**src/core/pdf_pkg.sv**
```systemverilog
// Package for the packet framer: symbols, ordered sets, CRC constants, carriers
package pdf_pkg;
  // ****************************************
  // Symbol encoding between framer and coder
  // ****************************************
  // A symbol is a data nibble (is_k = 0) or a K-code (is_k = 1).
  localparam logic [3:0] PDF_K_SYNC1 = 4'h0;
  localparam logic [3:0] PDF_K_SYNC2 = 4'h1;
  localparam logic [3:0] PDF_K_SYNC3 = 4'h2;
  localparam logic [3:0] PDF_K_RST1  = 4'h3;
  localparam logic [3:0] PDF_K_RST2  = 4'h4;
  localparam logic [3:0] PDF_K_EOP   = 4'h5;
  localparam logic [3:0] PDF_K_ERR   = 4'hf;

  typedef struct packed {
    logic       is_k;
    logic [3:0] code;
  } pdf_sym_t;

  // Start sequence types, reported with each delivered packet
  typedef enum logic [2:0] {
    PDF_SOP    = 3'h0,
    PDF_SOP1   = 3'h1,
    PDF_SOP2   = 3'h2,
    PDF_SOP1_D = 3'h3,
    PDF_SOP2_D = 3'h4,
    PDF_NONE   = 3'h7
  } pdf_sop_t;

  // Four K-codes of each ordered set, first code in the low nibble
  localparam logic [15:0] PDF_OS_SOP    = {PDF_K_SYNC2, PDF_K_SYNC1, PDF_K_SYNC1, PDF_K_SYNC1};
  localparam logic [15:0] PDF_OS_SOP1   = {PDF_K_SYNC3, PDF_K_SYNC3, PDF_K_SYNC1, PDF_K_SYNC1};
  localparam logic [15:0] PDF_OS_SOP2   = {PDF_K_SYNC3, PDF_K_SYNC1, PDF_K_SYNC3, PDF_K_SYNC1};
  localparam logic [15:0] PDF_OS_SOP1_D = {PDF_K_SYNC3, PDF_K_RST2, PDF_K_RST2, PDF_K_SYNC1};
  localparam logic [15:0] PDF_OS_SOP2_D = {PDF_K_SYNC2, PDF_K_SYNC3, PDF_K_RST2, PDF_K_SYNC1};
  localparam int          PDF_OS_MIN    = 3;

  // ****************************************
  // CRC-32
  // ****************************************
  localparam logic [31:0] PDF_CRC_POLY  = 32'h04c11db7;
  localparam logic [31:0] PDF_CRC_INIT  = 32'hffffffff;
  localparam logic [31:0] PDF_CRC_RESID = 32'hc704dd7b;

  // ****************************************
  // Port role and contract state
  // ****************************************
  typedef enum logic [1:0] {
    PDF_ROLE_DFP   = 2'h0,
    PDF_ROLE_UFP   = 2'h1,
    PDF_ROLE_PLUG1 = 2'h2,
    PDF_ROLE_PLUG2 = 2'h3
  } pdf_role_t;

  typedef struct packed {
    pdf_role_t role;
    logic      explicit_contract;
    logic      sink;
  } pdf_cfg_t;

  typedef struct packed {
    logic     [7:0] data;
    logic           last;
  } pdf_byte_t;
endpackage

```
**src/core/pdf_framer.sv**
```systemverilog
// Packet framer: start-sequence filter, CRC-32 insert and check, EOP
`timescale 1ns/1ps
`default_nettype none
module pdf_framer (
  input  wire logic              clk,
  input  wire logic              reset_n,
  input  wire pdf_pkg::pdf_cfg_t cfg,
  // Transmit request from the protocol side
  input  wire logic              tx_start,
  input  wire pdf_pkg::pdf_sop_t tx_sop,
  input  wire logic              tx_valid,
  input  wire pdf_pkg::pdf_byte_t tx_byte,
  input  wire logic              tx_abort,
  output logic                   tx_ready,
  output logic                   tx_busy,
  output logic                   tx_refused,
  // Symbols toward the coder
  output pdf_pkg::pdf_sym_t      sym_out,
  output logic                   sym_out_valid,
  input  wire logic              sym_out_ready,
  // Symbols from the decoder, one per cycle when valid
  input  wire pdf_pkg::pdf_sym_t sym_in,
  input  wire logic              sym_in_valid,
  input  wire logic              rx_idle,
  // Delivered bytes; packet counts only when rx_good pulses
  output pdf_pkg::pdf_byte_t     rx_byte,
  output logic                   rx_byte_valid,
  output logic                   rx_good,
  output logic                   rx_bad,
  output pdf_pkg::pdf_sop_t      rx_sop
);
  import pdf_pkg::*;

  // ****************************************
  // Shared CRC step, one byte, LSB first
  // ****************************************
  function automatic logic [31:0] crc_byte(input logic [31:0] c, input logic [7:0] b);
    logic [31:0] r;
    r = c;
    for (int i = 0; i < 8; i++) begin
      r = (r[31] ^ b[i]) ? ((r << 1) ^ PDF_CRC_POLY) : (r << 1);
    end
    return r;
  endfunction

  // Sent field: inverted remainder, bit i to 31-i, LSB of field first on the wire
  function automatic logic [31:0] crc_field(input logic [31:0] c);
    logic [31:0] f;
    f = 32'h0;
    for (int i = 0; i < 32; i++) begin
      f[31 - i] = ~c[i];
    end
    return f;
  endfunction

  // Start-sequence policy: which types this role may send and accept
  function automatic logic sop_allowed(input pdf_cfg_t c, input pdf_sop_t s);
    logic ok;
    ok = 1'b0;
    case (c.role)
      PDF_ROLE_PLUG1: ok = (s == PDF_SOP1);
      PDF_ROLE_PLUG2: ok = (s == PDF_SOP2);
      PDF_ROLE_UFP:   ok = (s == PDF_SOP) ||
                           ((s == PDF_SOP1) && !c.explicit_contract);
      PDF_ROLE_DFP:   ok = (s == PDF_SOP) || (s == PDF_SOP1) || (s == PDF_SOP2);
      default:        ok = 1'b0;
    endcase
    if (c.sink && !c.explicit_contract && s == PDF_SOP1) begin
      ok = 1'b0;
    end
    return ok;
  endfunction

  // ****************************************
  // Receive: ordered set matching
  // ****************************************
  logic [15:0] os_q;
  logic [2:0]  os_cnt_q;
  logic [4:0]  os_hit;
  wire [3:0]   os_code = sym_in.is_k ? sym_in.code : PDF_K_ERR;
  wire [15:0]  os_nxt  = os_q | (16'(os_code) << {os_cnt_q[1:0], 2'b00});
  localparam logic [15:0] OS_TAB [5] = '{PDF_OS_SOP, PDF_OS_SOP1, PDF_OS_SOP2,
                                         PDF_OS_SOP1_D, PDF_OS_SOP2_D};
  genvar g;
  generate
    for (g = 0; g < 5; g++) begin : g_os
      wire [2:0] m0 = {2'b0, os_nxt[3:0]   == OS_TAB[g][3:0]};
      wire [2:0] m1 = {2'b0, os_nxt[7:4]   == OS_TAB[g][7:4]};
      wire [2:0] m2 = {2'b0, os_nxt[11:8]  == OS_TAB[g][11:8]};
      wire [2:0] m3 = {2'b0, os_nxt[15:12] == OS_TAB[g][15:12]};
      assign os_hit[g] = (m0 + m1 + m2 + m3) >= 3'(PDF_OS_MIN);
    end
  endgenerate
  // Debug sets carry no defined use, so they are matched but never accepted
  // Set judged as its fourth code arrives, so no data nibble is lost
  wire      os_done  = sym_in_valid && (os_cnt_q == 3'h3);
  wire [2:0] os_type = os_hit[0] ? PDF_SOP : os_hit[1] ? PDF_SOP1 : os_hit[2] ? PDF_SOP2 :
                       os_hit[3] ? PDF_SOP1_D : os_hit[4] ? PDF_SOP2_D : PDF_NONE;
  wire      os_ok    = sop_allowed(cfg, pdf_sop_t'(os_type));

  // ****************************************
  // Receive: payload collection and check
  // ****************************************
  typedef enum logic [1:0] {R_HUNT = 2'b00, R_SOP = 2'b01, R_DATA = 2'b11, R_SKIP = 2'b10} pdf_rst_t;
  pdf_rst_t    rs_q;
  logic [31:0] rcrc_q;
  logic [3:0]  lo_q;
  logic        half_q;
  logic [2:0]  fill_q;
  wire         pipe_full = (fill_q == 3'h4);
  wire         in_k   = sym_in_valid && sym_in.is_k;
  wire         in_d   = sym_in_valid && !sym_in.is_k;
  wire         in_eop = in_k && sym_in.code == PDF_K_EOP;
  wire [7:0]   in_b   = {sym_in.code, lo_q};
  // Bytes lag four bytes so the four CRC bytes never reach the protocol side
  logic [7:0]  pipe_q [4];

  always_ff @(posedge clk or negedge reset_n) begin
    if (!reset_n) begin
      rs_q          <= R_HUNT;
      os_q          <= 16'h0;
      os_cnt_q      <= 3'h0;
      rcrc_q        <= PDF_CRC_INIT;
      lo_q          <= 4'h0;
      half_q        <= 1'b0;
      fill_q        <= 3'h0;
      rx_byte       <= '0;
      rx_byte_valid <= 1'b0;
      rx_good       <= 1'b0;
      rx_bad        <= 1'b0;
      rx_sop        <= PDF_NONE;
      for (int i = 0; i < 4; i++) pipe_q[i] <= 8'h0;
    end else begin
      rx_byte_valid <= 1'b0;
      rx_good       <= 1'b0;
      rx_bad        <= 1'b0;
      if (rx_idle && rs_q != R_HUNT) begin
        rs_q   <= R_HUNT;
        rx_bad <= (rs_q == R_DATA);
      end else begin
        case (rs_q)
          R_HUNT: if (in_k && sym_in.code != PDF_K_EOP) begin
            os_q     <= {12'h0, sym_in.code};
            os_cnt_q <= 3'h1;
            rs_q     <= R_SOP;
          end
          R_SOP: if (os_done) begin
            rcrc_q <= PDF_CRC_INIT;
            half_q <= 1'b0;
            fill_q <= 3'h0;
            rx_sop <= pdf_sop_t'(os_type);
            rs_q   <= os_ok ? R_DATA : R_SKIP;
          end else if (sym_in_valid) begin
            os_q     <= os_nxt;
            os_cnt_q <= os_cnt_q + 3'h1;
          end
          R_DATA: if (in_eop) begin
            rs_q    <= R_HUNT;
            rx_good <= (rcrc_q == PDF_CRC_RESID);
            rx_bad  <= (rcrc_q != PDF_CRC_RESID);
          end else if (in_k) begin
            rs_q   <= R_HUNT;
            rx_bad <= 1'b1;
          end else if (in_d) begin
            half_q <= ~half_q;
            lo_q   <= sym_in.code;
            if (half_q) begin
              rcrc_q <= crc_byte(rcrc_q, in_b);
              pipe_q[0] <= in_b;
              for (int i = 1; i < 4; i++) pipe_q[i] <= pipe_q[i-1];
              if (!pipe_full) fill_q <= fill_q + 3'h1;
              rx_byte.data  <= pipe_q[3];
              rx_byte.last  <= 1'b0;
              rx_byte_valid <= pipe_full;
            end
          end
          R_SKIP: if (in_eop || rx_idle) begin
            rs_q <= R_HUNT;
          end
          default: rs_q <= R_HUNT;
        endcase
      end
    end
  end

  // ****************************************
  // Transmit
  // ****************************************
  typedef enum logic [2:0] {T_IDLE = 3'b000, T_SOP = 3'b001, T_DATA = 3'b011,
                            T_CRC = 3'b010, T_EOP = 3'b110} pdf_tst_t;
  pdf_tst_t    ts_q;
  logic [31:0] tcrc_q;
  logic [31:0] tsh_q;
  logic [3:0]  tcnt_q;
  logic [15:0] tos_q;
  logic [7:0]  tb_q;
  logic        tlast_q;
  logic        thalf_q;
  logic        tfull_q;
  wire         adv      = !sym_out_valid || sym_out_ready;
  wire         take     = tx_ready && tx_valid;
  wire [15:0]  tos_sel  = (tx_sop == PDF_SOP1) ? PDF_OS_SOP1 :
                          (tx_sop == PDF_SOP2) ? PDF_OS_SOP2 : PDF_OS_SOP;
  wire         tx_allow = sop_allowed(cfg, tx_sop) &&
                          (tx_sop == PDF_SOP || tx_sop == PDF_SOP1 || tx_sop == PDF_SOP2);

  always_ff @(posedge clk or negedge reset_n) begin
    if (!reset_n) begin
      ts_q          <= T_IDLE;
      tcrc_q        <= PDF_CRC_INIT;
      tsh_q         <= 32'h0;
      tcnt_q        <= 4'h0;
      tos_q         <= 16'h0;
      tb_q          <= 8'h0;
      tlast_q       <= 1'b0;
      thalf_q       <= 1'b0;
      tfull_q       <= 1'b0;
      tx_ready      <= 1'b0;
      tx_busy       <= 1'b0;
      tx_refused    <= 1'b0;
      sym_out       <= '0;
      sym_out_valid <= 1'b0;
    end else begin
      tx_refused <= 1'b0;
      if (sym_out_valid && sym_out_ready) sym_out_valid <= 1'b0;
      // Intake decoupled from symbol stalls, so a taken byte is lost only when tx_abort drops it before it is sent
      if (take) begin
        tb_q     <= tx_byte.data;
        tlast_q  <= tx_byte.last;
        tfull_q  <= 1'b1;
        tx_ready <= 1'b0;
        tcrc_q   <= crc_byte(tcrc_q, tx_byte.data);
      end
      if (tx_abort && ts_q != T_IDLE && ts_q != T_EOP && adv) begin
        ts_q          <= T_EOP;
        tx_ready      <= 1'b0;
        tfull_q       <= 1'b0;
        thalf_q       <= 1'b0;
        sym_out       <= '{is_k: 1'b1, code: PDF_K_EOP};
        sym_out_valid <= 1'b1;
      end else if (adv) begin
        case (ts_q)
          T_IDLE: if (tx_start) begin
            tx_refused <= !tx_allow;
            tx_busy    <= tx_allow;
            tos_q      <= tos_sel;
            tcnt_q     <= 4'h4;
            tfull_q    <= 1'b0;
            tcrc_q     <= PDF_CRC_INIT;
            ts_q       <= tx_allow ? T_SOP : T_IDLE;
          end
          T_SOP: begin
            sym_out       <= '{is_k: 1'b1, code: tos_q[3:0]};
            sym_out_valid <= 1'b1;
            tos_q         <= tos_q >> 4;
            tcnt_q        <= tcnt_q - 4'h1;
            thalf_q       <= 1'b0;
            if (tcnt_q == 4'h1) begin
              ts_q     <= T_DATA;
              tx_ready <= 1'b1;
            end
          end
          T_DATA: if (tfull_q && !thalf_q) begin
            sym_out       <= '{is_k: 1'b0, code: tb_q[3:0]};
            sym_out_valid <= 1'b1;
            thalf_q       <= 1'b1;
          end else if (thalf_q) begin
            sym_out       <= '{is_k: 1'b0, code: tb_q[7:4]};
            sym_out_valid <= 1'b1;
            thalf_q       <= 1'b0;
            tfull_q       <= 1'b0;
            tx_ready      <= !tlast_q;
            if (tlast_q) begin
              ts_q   <= T_CRC;
              tsh_q  <= crc_field(tcrc_q);
              tcnt_q <= 4'h8;
            end
          end
          T_CRC: begin
            sym_out       <= '{is_k: 1'b0, code: tsh_q[3:0]};
            sym_out_valid <= 1'b1;
            tsh_q         <= tsh_q >> 4;
            tcnt_q        <= tcnt_q - 4'h1;
            if (tcnt_q == 4'h1) ts_q <= T_EOP;
          end
          T_EOP: begin
            if (!(sym_out.is_k && sym_out.code == PDF_K_EOP)) begin
              sym_out       <= '{is_k: 1'b1, code: PDF_K_EOP};
              sym_out_valid <= 1'b1;
            end
            ts_q    <= T_IDLE;
            tx_busy <= 1'b0;
          end
          default: ts_q <= T_IDLE;
        endcase
      end
    end
  end
endmodule
`default_nettype wire

```
**config.mk**
```make
export PLATFORM = sky130hd
export DESIGN_NAME = pdf_framer
export DESIGN_NICKNAME = d
export VERILOG_FILES = /design/src/core/pdf_pkg.sv /design/src/core/pdf_framer.sv
export SDC_FILE = /design/constraint.sdc
export NUM_CORES = 1
export LEC_CHECK = 0
export ABC_CLOCK_PERIOD_IN_PS = 4650
export BUFFER_PORTS_ARGS = -buffer_cell sky130_fd_sc_hd__buf_4
export CELL_PAD_IN_SITES_DETAIL_PLACEMENT = 1
export CELL_PAD_IN_SITES_GLOBAL_PLACEMENT = 2
export CORE_MARGIN = 4
export CORE_UTILIZATION = 42
export CTS_BUF_LIST = sky130_fd_sc_hd__clkbuf_2 sky130_fd_sc_hd__clkbuf_4 sky130_fd_sc_hd__clkbuf_8
export CTS_CLUSTER_SIZE = 8
export DETAILED_ROUTE_END_ITERATION = 10
export HOLD_SLACK_MARGIN = 0.03
export PLACE_DENSITY = 0.91
export SLEW_MARGIN = 15
export SYNTH_ARGS = -nofsm -noshare
export SYNTH_HDL_FRONTEND = slang
export SYNTH_SLANG_ARGS = --single-unit
export TNS_END_PERCENT = 50
```
**constraint.sdc**
```tcl
create_clock -name clk -period 4.65 [get_ports clk]
set_input_delay 0.2325 -clock clk [delete_from_list [all_inputs] [get_ports clk]]
set_output_delay 0.2325 -clock clk [all_outputs]
set_load 0.1 [all_outputs]
```
==> results of run 1 <==
## Yosys cell counts, types with 3 or more instances
| library cell | n | area share |
|---|---|---|
| nand2_1 | 147 | 0.050 |
| dfrtp_1 | 139 | 0.32 |
| xnor2_1 | 78 | 0.062 |
| nor2_1 | 74 | 0.025 |
| dfstp_2 | 67 | 0.16 |
| o21ai_0 | 63 | 0.029 |
| a21oi_1 | 59 | 0.027 |
| clkbuf_1 | 47 | 0.016 |
| mux2_2 | 46 | 0.047 |
| xor2_1 | 41 | 0.033 |
| o22a_1 | 34 | 0.027 |
| o211ai_1 | 31 | 0.021 |
| inv_1 | 26 | 0.0089 |
| xnor2_2 | 19 | 0.028 |
| ha_1 | 17 | 0.019 |
| nand2b_1 | 15 | 0.0085 |
| nor3_1 | 9 | 0.0041 |
| nor3b_1 | 9 | 0.0061 |
| mux2i_1 | 8 | 0.0073 |
| nor2b_1 | 8 | 0.0046 |
| o31ai_1 | 8 | 0.0055 |
| nand3_1 | 7 | 0.0032 |
| or3_1 | 7 | 0.0040 |
| buf_2 | 6 | 0.0027 |
| a31oi_1 | 5 | 0.0028 |
| fa_1 | 5 | 0.0091 |
| nand4_1 | 5 | 0.0028 |
| buf_1 | 4 | 0.0014 |
| nor4_1 | 4 | 0.0023 |
| o22ai_1 | 4 | 0.0023 |
| a211oi_1 | 3 | 0.0020 |
| a22o_1 | 3 | 0.0024 |
| a22oi_1 | 3 | 0.0020 |
| a41oi_1 | 3 | 0.0024 |
| and2_1 | 3 | 0.0017 |
| and3_1 | 3 | 0.0017 |
| or2_2 | 3 | 0.0017 |
| or4_1 | 3 | 0.0020 |
| xor2_2 | 3 | 0.0044 |
## cell families (layout without fill, tap and decap cells)
group                      count (synthesis)  count (layout)  synth area share
muxes                                     54              54            0.0544
adders and majority gates                 22              22            0.0285
other                                      1               1          0.000341
DFF                                      206             206             0.477
xor gates and xnor gates                 145             145             0.137
buffers and inverters                     85             172            0.0301
AOI/OAI and AO/OA                        244             244             0.146
and+or+nand+nor                          308             308             0.128
## final cells by class
class                           instances  share of cell area
Multi-Input combinational cell        774               0.429
Clock buffer                           62              0.0614
Tap cell                              330              0.0326
Sequential cell                       206               0.413
Timing Repair Buffer                   75              0.0481
Clock inverter                          8             0.00789
Inverter                               27             0.00799
## per-layer routing
layer  vias to the layer above  track usage  part of all wire
li1                       3816            -                 -
met1                      4013        0.255              0.46
met2                       125        0.307              0.48
met3                        37       0.0291             0.034
met4                         0       0.0525             0.020
met5                         -            0                 0
## where the power goes
group	internal [mW]	switching [mW]	leakage (nW)	total (mW)
clock	1.17	0.786	0.451	1.96
combinational	1.74	2.39	2.61	4.13
sequential	2.41	0.525	2.58	2.94
total	5.32	3.70	5.65	9.03
## worst max-delay path by stage
stage                          from             endpoint  slack (ns)  cells after the start
after floorplan           sym_in[0]  rs_q[0]$_DFFE_PN0P_         1.0                     16
after global placement    sym_in[0]  rs_q[0]$_DFFE_PN0P_        0.60                     15
after detailed placement  sym_in[0]  rs_q[0]$_DFFE_PN0P_        0.47                     15
after CTS                 sym_in[0]  rs_q[0]$_DFFE_PN0P_        0.45                     16
after global routing      sym_in[0]  rs_q[0]$_DFFE_PN0P_        0.14                     16
final                     sym_in[0]  rs_q[0]$_DFFE_PN0P_        0.39                     16
## placed cells by master (no fill, tap or decap), types with 31 or more instances in the layout
| master | instances |
|---|---|
| nand2_1 | 145 |
| o22a_1 | 34 |
| clkbuf_8 | 51 |
| xor2_1 | 41 |
| xnor2_1 | 78 |
| buf_4 | 58 |
| mux2_2 | 46 |
| nor2_1 | 73 |
| o211ai_1 | 31 |
| a21oi_1 | 59 |
| dfrtp_1 | 139 |
| dfstp_2 | 67 |
| o21ai_0 | 63 |
## worst register-to-register path, stage by stage (launching register included)
cell and delay [ns]:
dfrtp_1 0.47, nor2b_1 0.21, a2111oi_0 0.62, nand2_1 0.20, inv_1 0.11, fa_1 0.42, ha_1 0.20, ha_1 0.28
a21o_1 0.14, nor3_1 0.07, a2111oi_0 0.58, a221o_1 0.26, o2111ai_1 0.10, a22oi_1 0.16
## sequential cells by signal, indices dropped and copies added, names as in the netlist, 2 cells and up
register and count:
fill_q 3, lo_q 4, os_cnt_q 3, os_q 16, pipe_q 32, rcrc_q 32
rs_q 2, rx_byte 8, rx_sop 3, sym_out 5, tb_q 8, tcnt_q 4
tcrc_q 32, tos_q 8, ts_q 3, tsh_q 32
## through the flow
| stage | hold WS (ns) | utilization |
|---|---|---|
| 6_report | 0.0659 | 0.498 |
| 5_1_grt | 0.0856 | 0.498 |
| 4_1_cts | 0.0429 | 0.498 |
| 3_5_place_dp | 0.431 | 0.457 |
| 3_3_place_gp | 0.431 | 0.457 |
| 2_1_floorplan | -0.0631 | - |
==> key figures, run 1 <==
STA
  • Hold Vio Cnt, Final: 0
  • Final critical-path share of the clock period: 0.917
  • Relative slew slack: 0.308
  • Slew @ Worst Pin: between 1 and 1.5 ns
  • Max Fclk: 235 MHz
  • TNS Setup: 0 ns
  • Slew Limit Fails: 0
  • Clock Skew: ~0.020 ns
  • RSZ-0062 raised after global routing: no
  • Worst setup margin: ~0.39 ns
  • Min cycle time layout: approximately 4.3 ns
  • Setup-failing EPs final: 0

GRT
  • Total grt overflow: 0
  • Vias in the first global route: approximately 8600
  • First-pass GRT wire length: ~45 mm
  • Antenna violations before repair: 0
  • GRT Util Overall: 0.186
  • Largest net degree at the start of global routing: 129

Setup path
  • Crit-path cells: dlygate4sd3_1 > buf_4 > nand2b_1 > or3_1 > a2111oi_0 > nand2_1 > inv_1 > fa_1 > ha_1 > ha_1 > a21o_1 > nor3_1 > a2111oi_0 > a221o_1 > o2111ai_1 > a22oi_1
  • Kind of critical path: in -> reg
  • Critical path capture point type: flop
  • CP top delay family: compound AO/OA/AOI/OAI gates
  • R2R Path Start: os_cnt_q[1]$_DFFE_PN0P_
  • CP Data Required Time: 5.10 ns
  • Slowest stage delay, CP: just under 0.6 ns
  • CP Max Fanout: 9
  • FF-to-FF setup slack: 0.73 ns
  • CP arrival: roughly 4.7 ns
  • Worst r2r path cells: 13
  • CP max stage cell: a2111oi_0
  • CP Launch Type: input port
  • FF-to-FF End: rs_q[0]$_DFFE_PN0P_
  • Worst path bufs/invs: 3

Cells and area
  • Storage cell area: around 5200 sq um
  • Fin nets: 1174
  • Inserted Diodes: 0
  • Area delta synth->final: 15.4%
  • Final instance area: 12700 sq um
  • Post-route insts no fill: between 1000 and 1500
  • Layout cells sized above 1: 0.245
  • Fill cell count: between 2000 and 3000
  • Multi-input logic area: roughly 5400 sq um

Placement
  • Port bufs: between 50 and 60
  • Cell count after placement: 1396
  • Routability Congestion: 0.807
  • Post-DP HPWL: 17.9 mm
  • Post-Place Cell Area: between 10000 and 15000 sq um
  • Post-placement setup slack: 0.472 ns

Floorplan
  • Top Ports: 53
  • Die ar.: slightly below 30000 sq um
  • Core Footprint: between 20000 and 30000 sq um
  • Die H: about 170 um
  • Starting Density: 0.431
  • Die width: between 150 and 200 um
  • Row cnt: 58

Job
  • MaxCap Viol Count: 0

Routing
  • Final WL: roughly 26 mm
  • Routed vias: around 8000
  • Initial DRT Pass Iterations: 4
  • DR DRC count: 0
  • DR WL/cell: 17.7 um
  • DRT antenna net count: 0
  • Iter 0 DRT Violations: about 470
  • Avg Vias per Cell: about 5.4

Logic synthesis
  • Avg Inst Size Synth: between 10 and 15 sq um
  • Mapped cell area: 11000 sq um
  • Synth cell types: 72
  • Post-synthesis sequential area ratio: 0.477
  • Post-synthesis net count: about 1100
  • Most common flop cell mapped by yosys: dfrtp_1
  • Syn Inst Count: approximately 1100
  • Synth warn: 0
  • Seq cells post-synth: 206
  • Number of synthesized flops with an enable pin: 0
  • Post-synth ARST share: 1.00

Clocking
  • Max clock buf depth: 3
  • Clk_lat worst skew: around 0.54 ns
  • H-tree Lvls: 2
  • Root buffer cell: clkbuf_8
  • TritonCTS clock tree: done
  • # clock sinks: 206
  • Num CTS Buffers: 39
  • Clock-pin slew on the worst setup and hold paths: 0.06 ns
  • Hold_buf cts: 16
  • Resize count post-CTS: 0
  • Setup Buffers After CTS: 0

Worst hold path
  • HP Class: in -> reg
  • Hold Path Depth: 4
  • Worst Hold Launch: tx_sop[0]
  • Worst Hold Path EP: tos_q[13]$_DFFE_PN0P_

Pwr
  • Tot Pwr: between 9 and 10 mW
  • Pwr Density: roughly 710 nW/um^2
  • Leak Pwr: between 5 and 6 nW
  • Max VDD drop: roughly 500 uV

Run status
  • Status: finished, final reports clean
No activity file was read; power rests on OpenSTA's default activity.
==> inputs of run 2 (changes only) <==
ABC_CLOCK_PERIOD_IN_PS = 4300   (was 4650)
GPL_ROUTABILITY_DRIVEN = 0   (was default)
clock period = 4.3 ns   (was 4.65 ns; I/O delays follow)
==> key figures, run 2 (synthesis results as in run 1) <==
Setup path
  • CP Max Fanout: 9 (unchanged)
  • Critical path capture point type: flop
  • Kind of critical path: in -> reg
  • CP arrival: 4.35 ns (-0.36 ns)
  • CP Launch Type: input port
  • CP Data Required Time: 4.68 ns (-0.42 ns)

Placement
  • Port bufs: 51 (unchanged)
  • Post-placement setup slack: 0.238 ns (-0.234 ns)
  • Post-DP HPWL: 18.0 mm (+0.91%)

GRT
  • GRT Util Overall: 0.187 (+0.000911)
  • Largest net degree at the start of global routing: 124 (-3.9%)
  • Antenna violations before repair: 0 (unchanged)
  • Total grt overflow: 0 (unchanged)
  • Vias in the first global route: 8618 (+0.60%)
  • First-pass GRT wire length: 44.7 mm (+0.33%)

Clocking
  • Max clock buf depth: 3 (unchanged)
  • H-tree Lvls: 2 (unchanged)
  • TritonCTS clock tree: done
  • Num CTS Buffers: 37 (-5.1%)
  • Clk_lat worst skew: 0.53 ns (about the same)
  • Setup Buffers After CTS: 0 (unchanged)
  • # clock sinks: 206 (unchanged)
  • Root buffer cell: clkbuf_8
  • Clock-pin slew on the worst setup and hold paths: 0.06 ns (about the same)

Cells and area
  • Commonest non-fill, non-tap cell in the layout: nand2_1
  • Layout cells sized above 1: 0.242 (-0.00284)
  • Storage cell area: 5240 sq um (unchanged)
  • Inserted Diodes: 0 (unchanged)
  • Area delta synth->final: 14.8%
  • Multi-input logic area: 5440 sq um (about the same)
  • Fin nets: 1173 (-0.085%)
  • Post-layout util: 0.495 (-0.00275)
  • Fill cell count: 2797 (+0.61%)
  • Commonest non-fill, non-tap cells in the layout: nand2_1, dfrtp_1, xnor2_1

STA
  • Setup-failing EPs final: 0 (unchanged)
  • Slew @ Worst Pin: 1.17 ns (+0.136 ns)
  • Clock Skew: 0.0260 ns (+0.00600 ns)
  • Final critical-path share of the clock period: 0.924
  • Hold Vio Cnt, Final: 0 (unchanged)
  • TNS Setup: 0 ns (unchanged)
  • Max Fclk: 252 MHz
  • Worst setup margin: 0.328 ns (-0.0578 ns)
  • Worst hold slack: 0.0624 ns (-0.00345 ns)
  • RSZ-0062 raised after global routing: no
  • Relative slew slack: 0.220 (-0.0880)
  • Min cycle time layout: 3.97 ns
  • Slew Limit Fails: 0 (unchanged)

Routing
  • DR WL/cell: 18.1 um (+2.0%)
  • Iter 0 DRT Violations: 537 (+14%)
  • Initial DRT Pass Iterations: 6 (+2)
  • Final WL: 26.7 mm (+1.8%)
  • Avg Vias per Cell: 5.40 (+0.14%)
  • DRT antenna net count: 0 (unchanged)
  • Routed vias: 7986 (-0.063%)
  • DR DRC count: 0 (unchanged)

Floorplan
  • Die ar.: 28800 sq um (unchanged)
  • Die width: 170 um (unchanged)
  • Die H: 170 um (unchanged)
  • Starting Density: 0.431 (unchanged)
  • Top Ports: 53 (unchanged)
  • Core Footprint: 25500 sq um (unchanged)
  • Row cnt: 58 (unchanged)

Run status
  • Status: finished, final reports clean

Job
  • MaxCap Viol Count: 0 (unchanged)

Pwr
  • Pwr Density: 762 nW/um^2 (+7.0%)
  • Tot Pwr: 9.61 mW (+6.4%)
  • Max VDD drop: 569 uV (+13%)
  • Leak Pwr: 5.62 nW (-0.45%)

Worst hold path
  • HP Class: in -> reg
run 2: changes by cell type in the layout (fill, tap and decap cells not counted), sizes merged:
cell and delta:
bufinv -2, clkinv -1, clkinvlp -3, dlygate4sd3 +1, inv +2
run 2: layout make-up:
cell class,instances,area share
clock buffers,62,0.0597
flip-flops and latches,206,0.415
inverters,27,0.00804
well taps,330,0.0327
repair buffers,76,0.0501
multi-input cells,774,0.432
clock inverters,4,0.00238
run 2: final timing paths:
path,start,endpoint,slack [ns],cells past startpoint
min in group asynchronous,reset_n,rx_byte[7]$_DFFE_PN0P_,0.40,2
max in group asynchronous,reset_n,tcrc_q[14]$_DFF_PN1_,2.78,3
min reg2reg,tb_q[3]$_DFFE_PN0P_,tb_q[3]$_DFFE_PN0P_,0.48,2
min,tx_sop[2],tos_q[13]$_DFFE_PN0P_,0.06,4
max reg2reg,os_cnt_q[0]$_DFFE_PN0P_,rs_q[0]$_DFFE_PN0P_,0.59,13
max,sym_in[0],rs_q[0]$_DFFE_PN0P_,0.33,16
run 2: where the power goes:
part           internal [mW]  leakage, nW  switching (mW)  total [mW]
Sequential              2.61         2.58           0.546        3.15
Combinational           1.89         2.62            2.63        4.52
Clock                   1.11        0.417           0.824        1.93
run 2: what timing repair did:
item                                    CTS  global route
hold endpoints to repair                 92             0
endpoints found under the setup margin    0             1
resized for setup                         0             2
hold buffers                             17             0
run 2: through the flow:
stage                     instances  instance area, sq um
after floorplan                1065                 11000
after global placement         1396                 11600
after detailed placement       1396                 11600
after CTS                      1479                 12600
after global routing           1479                 12600
final                          1479                 12600
run 2: metal layers:
layer | wire length, um | global-route usage | vias to the layer above
met1 | 12400 | 0.253 | 4016
met3 | 766 | 0.0268 | 44
met5 | 0 | 0 | -
li1 | - | - | 3814
met4 | 448 | 0.0441 | 0
met2 | 13100 | 0.319 | 112
run 2: critical path: stages:
cell	delay, ns
dlygate4sd3_1	0.55
buf_4	0.18
nand2b_1	0.23
or3_1	0.37
a2111oi_1	0.50
nand2_1	0.18
inv_1	0.11
fa_1	0.42
ha_1	0.20
ha_1	0.27
a21o_1	0.17
nor3_1	0.26
a2111oi_1	0.16
a221o_1	0.36
o2111ai_1	0.08
a22oi_1	0.09
==> inputs of run 3 (changes only) <==
CORE_ASPECT_RATIO = 2   (was default)
==> key figures, run 3 (synthesis results as in run 1) <==
Run status
  • Status: finished, final reports clean

Setup path
  • Slowest stage delay, CP: 0.53 ns (-0.02 ns)
  • Kind of critical path: in -> reg
  • CP Max Fanout: 9 (unchanged)
  • CP top delay family: compound AO/OA/AOI/OAI gates
  • CP arrival: 4.48 ns (+0.13 ns)
  • CP max stage cell: dlygate4sd3_1
  • Crit-path cells: dlygate4sd3_1 > buf_4 > nand2b_1 > or3_1 > a2111o_1 > nor2_1 > ha_1 > inv_1 > fa_1 > inv_1 > ha_1 > nor3b_1 > or2_2 > a2111oi_1 > a221o_1 > o2111ai_1 > a22oi_1
  • Worst path bufs/invs: 4 (+1)
  • Critical path capture point type: flop
  • CP Launch Type: input port
  • CP Data Required Time: 4.81 ns (+0.13 ns)

STA
  • Slew @ Worst Pin: 1.07 ns (-0.0942 ns)
  • Max Fclk: 252 MHz (about the same)
  • Worst hold slack: 0.0836 ns (+0.0212 ns)
  • TNS Setup: 0 ns (unchanged)
  • Setup-failing EPs final: 0 (unchanged)
  • Hold Vio Cnt, Final: 0 (unchanged)
  • Slew Limit Fails: 0 (unchanged)
  • RSZ-0062 raised after global routing: no
  • Clock Skew: 0.0179 ns (-0.00809 ns)
  • Final critical-path share of the clock period: 0.923 (about the same)
  • Worst setup margin: 0.331 ns (+0.00235 ns)
  • Relative slew slack: 0.280 (+0.0596)
  • Min cycle time layout: 3.97 ns (-0.00236 ns)

Job
  • MaxCap Viol Count: 0 (unchanged)

Floorplan
  • Die width: 122 um (-28%)
  • Row cnt: 83 (+43%)
  • Die H: 237 um (+39%)
  • Starting Density: 0.427 (-0.00474)
  • Top Ports: 53 (unchanged)
  • Die ar.: 29000 sq um (+0.55%)
  • Core Footprint: 25800 sq um (+1.1%)

Cells and area
  • Commonest non-fill, non-tap cells in the layout: nand2_1, dfrtp_1, xnor2_1
  • Area delta synth->final: 14.7% (about the same)
  • Commonest non-fill, non-tap cell in the layout: nand2_1
  • Final instance area: 12600 sq um (about the same)
  • Post-layout util: 0.489 (-0.00587)
  • Layout cells sized above 1: 0.239 (-0.00344)
  • Inserted Diodes: 0 (unchanged)
  • Post-route insts no fill: 1493 (+0.95%)
  • Fin nets: 1180 (+0.60%)

Routing
  • Routed vias: 8111 (+1.6%)
  • Final WL: 30.1 mm (+13%)
  • Avg Vias per Cell: 5.43 (+0.61%)
  • Initial DRT Pass Iterations: 4 (-2)
  • DR DRC count: 0 (unchanged)
  • DR WL/cell: 20.1 um (+11%)
  • Iter 0 DRT Violations: 316 (-41%)
  • DRT antenna net count: 0 (unchanged)

Clocking
  • Max clock buf depth: 3 (unchanged)
  • Clock-pin slew on the worst setup and hold paths: 0.07 ns (about the same)
  • Setup Buffers After CTS: 0 (unchanged)
  • Clk_lat worst skew: 0.59 ns (+0.06 ns)
  • TritonCTS clock tree: done
  • # clock sinks: 206 (unchanged)
  • Num CTS Buffers: 31 (-16%)
  • H-tree Lvls: 1 (-1)
  • Root buffer cell: clkbuf_8

Pwr
  • Pwr Density: 762 nW/um^2 (about the same)
  • Max VDD drop: 322 uV (-43%)
  • Leak Pwr: 5.62 nW (about the same)
  • Tot Pwr: 9.60 mW (about the same)

Placement
  • Post-DP HPWL: 21.8 mm (+21%)
  • Post-placement setup slack: 0.115 ns (-0.123 ns)
  • Cell count after placement: 1412 (+1.1%)
  • Port bufs: 51 (unchanged)
  • Post-Place Cell Area: 11700 sq um (+0.49%)

GRT
  • Antenna violations before repair: 0 (unchanged)
  • GRT Util Overall: 0.215 (+0.0281)
  • Vias in the first global route: 9068 (+5.2%)
  • First-pass GRT wire length: 48.8 mm (+9.2%)
  • Total grt overflow: 0 (unchanged)
  • Largest net degree at the start of global routing: 82 (-34%)

Worst hold path
  • HP Class: in -> reg
run 3: path summary, 6_finish.rpt:
check | start | to | slack [ns] | cells after the start
max | sym_in[0] | rs_q[0]$_DFFE_PN0P_ | 0.33 | 17
min in group asynchronous | reset_n | tsh_q[15]$_DFFE_PN0P_ | 0.22 | 2
max in group asynchronous | reset_n | rcrc_q[13]$_DFFE_PN1P_ | 3.00 | 3
max reg2reg | os_q[0]$_DFFE_PN0P_ | rs_q[0]$_DFFE_PN0P_ | 0.49 | 13
min reg2reg | tb_q[0]$_DFFE_PN0P_ | tb_q[0]$_DFFE_PN0P_ | 0.47 | 2
min | cfg[1] | rs_q[0]$_DFFE_PN0P_ | 0.08 | 4
run 3: what timing repair did:
action,in CTS,in global routing
endpoints found under the hold margin,82,0
endpoints found under the setup margin,0,1
hold buffers,24,0
resized for setup,0,2
run 3: layer usage:
layer	vias to the layer above	routed length, um	GRT usage
li1	3811	-	-
met1	4071	10100	0.207
met2	139	17300	0.421
met3	90	783	0.0263
met4	0	1850	0.122
met5	-	0	0
run 3: layout make-up:
type	instances	area, sq um
multi-input cells	774	5440
fillers	2921	13200
inverters	27	101
repair buffers	89	747
well taps	340	425
clock inverters	1	11.3
clock buffers	56	633
flip-flops and latches	206	5240
run 3: report_power, final:
part / internal, mW / switching, mW
Sequential: 2.61 / 0.549
Clock: 0.914 / 0.763
Combinational: 1.93 / 2.84
run 3: worst min-delay path: cells and delay by family:
family | cells | cell delay, ns
compound gates | 3 | 0.32
buf+inv | 1 | 0.10
